$ cat src/verilog/fdprr_map.svh
// register offsets, reset values, field positions and timing counts of the flash driver register bank
`ifndef FDPRR_MAP_SVH
`define FDPRR_MAP_SVH
`define FDPRR_OFS_ID 4'h0
`define FDPRR_OFS_CUR_A 4'h1
`define FDPRR_OFS_CUR_B 4'h2
`define FDPRR_OFS_RFMASK 4'h3
`define FDPRR_OFS_SUPPLY 4'h4
`define FDPRR_OFS_TIMER 4'h5
`define FDPRR_OFS_CTRL 4'h6
`define FDPRR_OFS_TRIG 4'h7
`define FDPRR_OFS_FAULT 4'h8
`define FDPRR_OFS_PWM 4'h9
`define FDPRR_OFS_MIN 4'hE
`define FDPRR_OFS_ACT 4'hF
`define FDPRR_RST_CUR 8'h9C
`define FDPRR_RST_RFMASK 8'h68
`define FDPRR_RST_SUPPLY 8'h2C
`define FDPRR_RST_TIMER 8'h23
`define FDPRR_RST_CTRL 8'h00
`define FDPRR_RST_TRIG 8'hC0
`define FDPRR_RST_FAULT 8'h00
`define FDPRR_RST_PWM 8'h00
`define FDPRR_RST_MIN 8'h00
// arbitrary value, not a real part code
`define FDPRR_PART_CODE 8'hA5
`define FDPRR_CTRL_MASK 8'h0B
`define FDPRR_TRIG_MASK 8'hC0
`define FDPRR_FAULT_MASK 8'hF9
`define FDPRR_PWM_MASK 8'h07
`define FDPRR_BIT_UVLO 0
`define FDPRR_BIT_FREQ 2
`define FDPRR_FIXED_LEVEL 8'h40
`define FDPRR_AMP_MASK 8'h3F
`define FDPRR_CLK_HZ 10000000
`define FDPRR_PWM_HZ 31250
`define FDPRR_SLOTS 16
`define FDPRR_SLOT_CYC (`FDPRR_CLK_HZ / (`FDPRR_PWM_HZ * `FDPRR_SLOTS))
`endif

$ cat src/verilog/fdprr_pkg.sv
// types of the flash driver register bank
package fdprr_pkg;
   typedef enum logic [1:0] {
      FDPRR_MODE_OFF = 2'b00,
      FDPRR_MODE_IND = 2'b01,
      FDPRR_MODE_ASSIST = 2'b10,
      FDPRR_MODE_FLASH = 2'b11
   } fdprr_mode_type;

   typedef struct packed {
      logic [7:0] cur_a;
      logic [7:0] cur_b;
      logic [7:0] rfmask;
      logic [7:0] supply;
      logic [7:0] timer;
      logic [7:0] ctrl;
      logic [7:0] trig;
      logic [7:0] fault;
      logic [7:0] pwm;
      logic [7:0] min_cur;
      logic [7:0] act_cur;
      logic [7:0] rdata;
      logic rd_pend;
      logic [3:0] rd_addr;
      logic cycle_on;
      logic [4:0] slot_cnt;
      logic [3:0] phase;
      logic pwm_on;
      logic [7:0] amp;
      logic skip_ok;
   } fdprr_state_type;
endpackage : fdprr_pkg

$ cat src/verilog/fdprr_regs.sv
// register bank with pwm duty, switching-mode choice and current readback
`timescale 1ns/10ps
`default_nettype none
`include "fdprr_map.svh"
module fdprr_regs
   import fdprr_pkg::*;
(
   input wire logic clk,
   input wire logic reset_n,
   input wire logic clk_en,
   input wire logic wr_en,
   input wire logic rd_en,
   input wire logic rd_done,
   input wire logic [3:0] addr,
   input wire logic [7:0] wdata,
   input wire logic [7:0] meas_current,
   input wire logic [7:0] supply_current,
   input wire logic uv_reduce,
   input wire logic [7:0] fault_events,
   input wire logic flash_end,
   output logic [7:0] rdata,
   output logic [7:0] cur_setting,
   output logic [1:0] mode,
   output logic out_on,
   output logic pwm_on,
   output logic [7:0] amp,
   output logic skip_ok,
   output logic [7:0] rfmask_cfg,
   output logic [7:0] supply_cfg,
   output logic [7:0] timer_cfg,
   output logic [7:0] trig_cfg
);
   localparam int SLOT_CYC = `FDPRR_SLOT_CYC;
   localparam logic [4:0] SLOT_LAST = 5'(SLOT_CYC - 1);

   fdprr_state_type s_r;
   fdprr_state_type s_nxt;
   fdprr_mode_type mode_w;
   logic [7:0] clr_mask;
   logic [7:0] low_cur;

   always_comb
   begin
      s_nxt = s_r;
      mode_w = fdprr_mode_type'(s_r.ctrl[1:0]);
      clr_mask = 8'h00;
      low_cur = s_r.min_cur;
      // read data latched at request, clear happens after the host finishes
      if (rd_en)
      begin
         s_nxt.rd_pend = 1'b1;
         s_nxt.rd_addr = addr;
         unique case (addr)
            `FDPRR_OFS_ID: s_nxt.rdata = `FDPRR_PART_CODE;
            `FDPRR_OFS_CUR_A: s_nxt.rdata = s_r.cur_a;
            `FDPRR_OFS_CUR_B: s_nxt.rdata = s_r.cur_b;
            `FDPRR_OFS_RFMASK: s_nxt.rdata = s_r.rfmask;
            `FDPRR_OFS_SUPPLY: s_nxt.rdata = s_r.supply;
            `FDPRR_OFS_TIMER: s_nxt.rdata = s_r.timer;
            `FDPRR_OFS_CTRL: s_nxt.rdata = s_r.ctrl;
            `FDPRR_OFS_TRIG: s_nxt.rdata = s_r.trig;
            `FDPRR_OFS_FAULT: s_nxt.rdata = s_r.fault;
            `FDPRR_OFS_PWM: s_nxt.rdata = s_r.pwm;
            `FDPRR_OFS_MIN: s_nxt.rdata = s_r.min_cur;
            `FDPRR_OFS_ACT: s_nxt.rdata = s_r.act_cur;
            default: s_nxt.rdata = 8'h00;
         endcase
      end
      if (rd_done && s_r.rd_pend)
      begin
         s_nxt.rd_pend = 1'b0;
         // only bits the host actually saw are cleared, so a later event is not lost
         if (s_r.rd_addr == `FDPRR_OFS_FAULT)
         begin
            clr_mask = s_r.rdata;
         end
      end
      if (wr_en)
      begin
         unique case (addr)
            `FDPRR_OFS_CUR_A: s_nxt.cur_a = wdata;
            `FDPRR_OFS_CUR_B: s_nxt.cur_b = wdata;
            `FDPRR_OFS_RFMASK: s_nxt.rfmask = wdata;
            `FDPRR_OFS_SUPPLY: s_nxt.supply = wdata;
            `FDPRR_OFS_TIMER: s_nxt.timer = wdata;
            `FDPRR_OFS_CTRL: s_nxt.ctrl = wdata & `FDPRR_CTRL_MASK;
            `FDPRR_OFS_TRIG: s_nxt.trig = wdata & `FDPRR_TRIG_MASK;
            `FDPRR_OFS_PWM: s_nxt.pwm = wdata & `FDPRR_PWM_MASK;
            default: ;
         endcase
      end
      // a new event in the clearing cycle survives
      s_nxt.fault = ((s_r.fault & ~clr_mask) | fault_events | {7'h00, uv_reduce}) & `FDPRR_FAULT_MASK;
      // flash end clears mode and enable
      if (flash_end && mode_w == FDPRR_MODE_FLASH)
      begin
         s_nxt.ctrl = s_r.ctrl & 8'hF4;
      end
      s_nxt.act_cur = meas_current;
      // minimum tracking: restart at each new cycle, keep zero until a cut occurs
      if (s_r.ctrl[3] && !s_r.cycle_on)
      begin
         s_nxt.cycle_on = 1'b1;
         s_nxt.min_cur = 8'h00;
         low_cur = 8'h00;
      end
      else if (!s_r.ctrl[3])
      begin
         s_nxt.cycle_on = 1'b0;
      end
      if (s_r.ctrl[3] && uv_reduce)
      begin
         if (low_cur == 8'h00 || supply_current < low_cur)
         begin
            s_nxt.min_cur = supply_current;
         end
      end
      // pwm: 16 slots per period, duty slots = select + 1
      if (s_r.slot_cnt == SLOT_LAST)
      begin
         s_nxt.slot_cnt = 5'h00;
         s_nxt.phase = s_r.phase + 4'h1;
      end
      else
      begin
         s_nxt.slot_cnt = s_r.slot_cnt + 5'h01;
      end
      s_nxt.pwm_on = (mode_w == FDPRR_MODE_IND) && s_r.ctrl[3]
         && ({2'b00, s_r.phase[3:2]} == 4'h0) && (s_r.phase[1:0] <= s_r.pwm[1:0]) ;
      unique case (mode_w)
         FDPRR_MODE_IND: s_nxt.amp = s_r.cur_a & `FDPRR_AMP_MASK;
         FDPRR_MODE_ASSIST: s_nxt.amp = {1'b0, s_r.cur_a[6:0]};
         FDPRR_MODE_FLASH: s_nxt.amp = s_r.cur_a;
         FDPRR_MODE_OFF: s_nxt.amp = 8'h00;
      endcase
      if (!s_r.pwm[`FDPRR_BIT_FREQ])
      begin
         s_nxt.skip_ok = 1'b1;
      end
      else if (mode_w == FDPRR_MODE_IND || mode_w == FDPRR_MODE_OFF)
      begin
         s_nxt.skip_ok = 1'b1;
      end
      else
      begin
         s_nxt.skip_ok = s_r.cur_a < `FDPRR_FIXED_LEVEL;
      end
   end

   always_ff @(posedge clk)
   begin
      if (!reset_n)
      begin
         s_r <= '0;
         s_r.cur_a <= `FDPRR_RST_CUR;
         s_r.cur_b <= `FDPRR_RST_CUR;
         s_r.rfmask <= `FDPRR_RST_RFMASK;
         s_r.supply <= `FDPRR_RST_SUPPLY;
         s_r.timer <= `FDPRR_RST_TIMER;
         s_r.ctrl <= `FDPRR_RST_CTRL;
         s_r.trig <= `FDPRR_RST_TRIG;
         s_r.fault <= `FDPRR_RST_FAULT;
         s_r.pwm <= `FDPRR_RST_PWM;
         s_r.min_cur <= `FDPRR_RST_MIN;
         s_r.skip_ok <= 1'b1;
      end
      else if (clk_en)
      begin
         s_r <= s_nxt;
      end
   end

   assign rdata = s_r.rdata;
   assign cur_setting = s_r.cur_a;
   assign mode = s_r.ctrl[1:0];
   assign out_on = s_r.ctrl[3];
   assign pwm_on = s_r.pwm_on;
   assign amp = s_r.amp;
   assign skip_ok = s_r.skip_ok;
   assign rfmask_cfg = s_r.rfmask;
   assign supply_cfg = s_r.supply;
   assign timer_cfg = s_r.timer;
   assign trig_cfg = s_r.trig;
endmodule : fdprr_regs
`default_nettype wire
$ cat config.mk
export PLATFORM = sky130hd
export DESIGN_NAME = fdprr_regs
export DESIGN_NICKNAME = d
export VERILOG_FILES = /design/src/verilog/fdprr_pkg.sv /design/src/verilog/fdprr_regs.sv
export VERILOG_INCLUDE_DIRS = /design/src /design/src/verilog
export SDC_FILE = /design/constraint.sdc
export NUM_CORES = 1
export LEC_CHECK = 0
export ABC_AREA = 0
export BUFFER_PORTS_ARGS = -buffer_cell sky130_fd_sc_hd__buf_4
export CELL_PAD_IN_SITES_DETAIL_PLACEMENT = 2
export CELL_PAD_IN_SITES_GLOBAL_PLACEMENT = 2
export CORE_MARGIN = 2
export CORE_UTILIZATION = 35
export CTS_BUF_LIST = sky130_fd_sc_hd__clkbuf_4
export DETAILED_ROUTE_END_ITERATION = 16
export PLACE_DENSITY = 0.94
export SYNTH_ARGS = -nofsm -noshare
export SYNTH_HDL_FRONTEND = slang
export SYNTH_SLANG_ARGS = --single-unit
$ cat constraint.sdc
create_clock -name clk -period 2.25 [get_ports clk]
set_input_delay 0.1125 -clock clk [delete_from_list [all_inputs] [get_ports clk]]
set_output_delay 0.1125 -clock clk [all_outputs]
set_load 0.01 [all_outputs]
==> flow_summary.json <==
{
  "htreeDepth": 3,
  "pwr-share-comb_pct": 13.8,
  "cp_data_arrival_time_ns": 2.46,
  "grt_max_degree": 53,
  "ys_async_sr_fraction_pct": 0,
  "row_count": 45,
  "pre_cts_slack_ns": -0.03157,
  "setup_viol": 0,
  "synth_edf_count": 0,
  "leakage_nw": 2.545,
  "drive_above_1_share_pct": 20.61,
  "hold_path.class": "in -> reg",
  "period_share_pct": 90.48,
  "nFillCells": 1671,
  "die_area_um2": 16770,
  "numPlacedInstances": 841,
  "placed_area_um2": 5995,
  "cap_violations": 0,
  "cts_buffers": 9,
  "clockPowerShare_pct": 29.9,
  "power_density_nw_per_um2": 516.5,
  "switching_share_pct": 27.61,
  "ir_drop_uv": 218.2,
  "critPathCapture": "s_r[45]$_SDFFE_PN0P_",
  "netlist_area_um2": 5513,
  "status": "finished clean",
  "cp_top_family": "compound AO/OA/AOI/OAI gates",
  "viasPerCell": 5.367,
  "critPathKind": "reg -> reg",
  "clk_latency_ns": 0.50,
  "die_h_um": 129.5,
  "ys_seq_area_share_pct": 37.40,
  "die_x_um": 129.5,
  "grt_pass1_vias": 5294,
  "slew_headroom_pct": 53.45,
  "drv_slew": 0,
  "timing.rr.start": "s_r[19]$_SDFFE_PN0P_",
  "cp_num_buf_inv": 1,
  "place_hpwl_mm": 13.98,
  "hp-start": "uv_reduce",
  "yosysUniqueCellTypes": 61,
  "multi_input_area_um2": 2835,
  "clock_sinks": 103,
  "p_int_mw": 2.441,
  "p_switching_mw": 0.9310,
  "stdcell_count": 896,
  "crit_chain": "nand2b_4, nand2_1, ha_1, a211oi_1, o21ai_1, o22ai_4, buf_4, mux2i_1",
  "io_buffers": 96,
  "r2r_slack_ns": 0.21,
  "synthCells": 611,
  "ys_warn_count": 0,
  "gr-usage-all-layers_pct": 24.12,
  "grt_pass1_wl_mm": 30.75,
  "endpoint_kind": "flip-flop",
  "total_power_mw": 3.372,
  "core_um2": 15310,
  "hold_violations": 0,
  "clk_path_buf_depth": 2,
  "drt_drc_violations_left": 0,
  "synth_top_area_cell": "dfxtp_1",
  "wl_per_cell_um": 22.21,
  "worst-path-stages": 8,
  "start_kind": "flip-flop",
  "drt-total-wl_mm": 19.90,
  "dr.pass1.iters": 5,
  "num_vias": 4809,
  "finalNetCount": 734,
  "gp_congestion": 0.9275,
  "yosysMostFrequentCell": "dfxtp_1",
  "post-route-min-period_ns": 2.036,
  "fmax_mhz": 491.2,
  "antenna_found_initial": 1,
  "critPathMaxStageDelay_ns": 0.41,
  "initial_core_util_pct": 36.00,
  "clk_pin_slew_ns": 0.15,
  "rr_endpoint": "s_r[45]$_SDFFE_PN0P_",
  "synth_commonest_cells": "dfxtp_1, nand2_1, mux2i_1",
  "skew_ns": 0.02339,
  "tightest_slew_ns": 0.6968,
  "synth_top_area_share_pct": 37.40,
  "overflow": 0,
  "cp_slowest_cell": "dfxtp_1",
  "synth-seq-cells": 103,
  "worst_slack_ns": 0.2142,
  "ios": 105,
  "critPathMaxFanout": 7,
  "ys_top_cells_by_area": "dfxtp_1, mux2i_1, buf_4, nor2b_1, nand2_1",
  "crit_start": "s_r[19]$_SDFFE_PN0P_",
  "worstPathRequired_ns": 2.68,
  "fin_area_um2": 6529,
  "clockRootBuffer": "clkbuf_4",
  "seqPwrFrac_pct": 56.2,
  "area_growth_pct": 18.43,
  "ff_latch_area_um2": 2062,
  "reg2reg_depth": 8,
  "ant_nets": 0,
  "final_core_util_pct": 42.63,
  "cts_tree": "done",
  "drt_iter0_drc": 292,
  "synth-main-ff-cell": "dfxtp_1",
  "syn_avg_cell_area_um2": 9.023
}
==> worst min-delay path by stage <==
stage                            end  slack [ns]  cells past startpoint
2_1_floorplan  s_r[107]$_SDFFE_PN1P_        0.24                      2
3_5_place_dp    s_r[33]$_SDFFE_PN0P_        0.38                      3
3_3_place_gp    s_r[37]$_SDFFE_PN0P_        0.37                      3
6_report        s_r[57]$_SDFFE_PN0P_        0.05                      3
5_1_grt         s_r[57]$_SDFFE_PN0P_        0.06                      3
4_1_cts         s_r[57]$_SDFFE_PN0P_        0.02                      3
==> routing by layer <==
metal | vias up | wire, um | global-route usage, %
met5 | - | 0 | 0
met4 | 0 | 796 | 12.14
met3 | 46 | 1028 | 4.005
met2 | 174 | 9594 | 40.71
met1 | 2400 | 8484 | 29.77
li1 | 2189 | - | -
==> sequential cells by signal, indices dropped and copies added (netlist names) <==
register     flops
supply_cfg       8
cur_setting      8
timer_cfg        8
mode             2
pwm_on           1
rfmask_cfg       8
skip_ok          1
s_r             48
rdata            8
trig_cfg         2
amp              8
out_on           1
==> power by group through the flow <==
stage	registers (mW)	clock network, mW	logic [mW]
2_1_floorplan	1.92	0	0.257
3_3_place_gp	1.93	0	0.379
3_5_place_dp	1.93	0	0.404
4_1_cts	1.90	1.03	0.456
5_1_grt	1.90	1.11	0.503
6_report	1.90	1.01	0.467
==> cell families after synthesis <==
kind of cell,after synthesis,share of synthesized area [%]
and+or+nand+nor,210,20.61
adders and majority gates,11,2.497
muxes,77,14.14
buffers and inverters,104,11.64
xor gates and xnor gates,6,0.9532
AOI/OAI and AO/OA,99,12.69
other,1,0.06802
DFF,103,37.40
==> worst min-delay path, stage by stage <==
cell and delay, ns:
buf_4 0.09, o21ai_0 0.12, a21boi_0 0.18
==> what timing repair did <==
| item | CTS | global route |
|---|---|---|
| hold buffers | 36 | 0 |
| endpoints found under the setup margin | 8 | 8 |
| hold endpoints to repair | 69 | 0 |
| pin swaps | 1 | 0 |
| gates resized for setup | 1 | 2 |
| buffers inserted | 2 | 0 |
==> layout by cell type (no fill, tap or decap), types with 3 or more instances in the layout <==
cell type	n
clkbuf_4	12
nor4_1	3
buf_4	107
a221oi_1	4
a211oi_1	6
nand2_1	73
mux2_2	7
conb_1	6
mux2i_1	70
and2_1	5
nand4_1	9
xnor2_1	4
a21oi_1	7
dlygate4sd3_1	36
nand2b_1	16
nand3_2	3
o211ai_1	3
nor3b_1	3
nor2b_1	47
a22o_1	3
a21boi_0	23
o21ai_0	23
nand3_1	19
nor2_1	13
a22oi_1	9
ha_1	11
inv_1	12
dfxtp_1	103
==> per-stage QoR <==
stage               hold WS, ns   TNS (ns)
finish                  0.05163          0
global route            0.05613  -0.005989
CTS                     0.02057          0
detailed placement       0.3815   -0.09843
global placement         0.3710          0
floorplan                0.2376          0
==> cell type report <==
class,instances,area share [%]
timing repair buffer,144,18.13
clock buffer,12,1.380
sequential,103,31.58
tap,211,4.044
clock inverter,4,0.7091
multi-input combinational,409,43.43
antenna,1,0.03833
inverter,12,0.6899
Note: power is estimated with default switching activity, not from simulation.
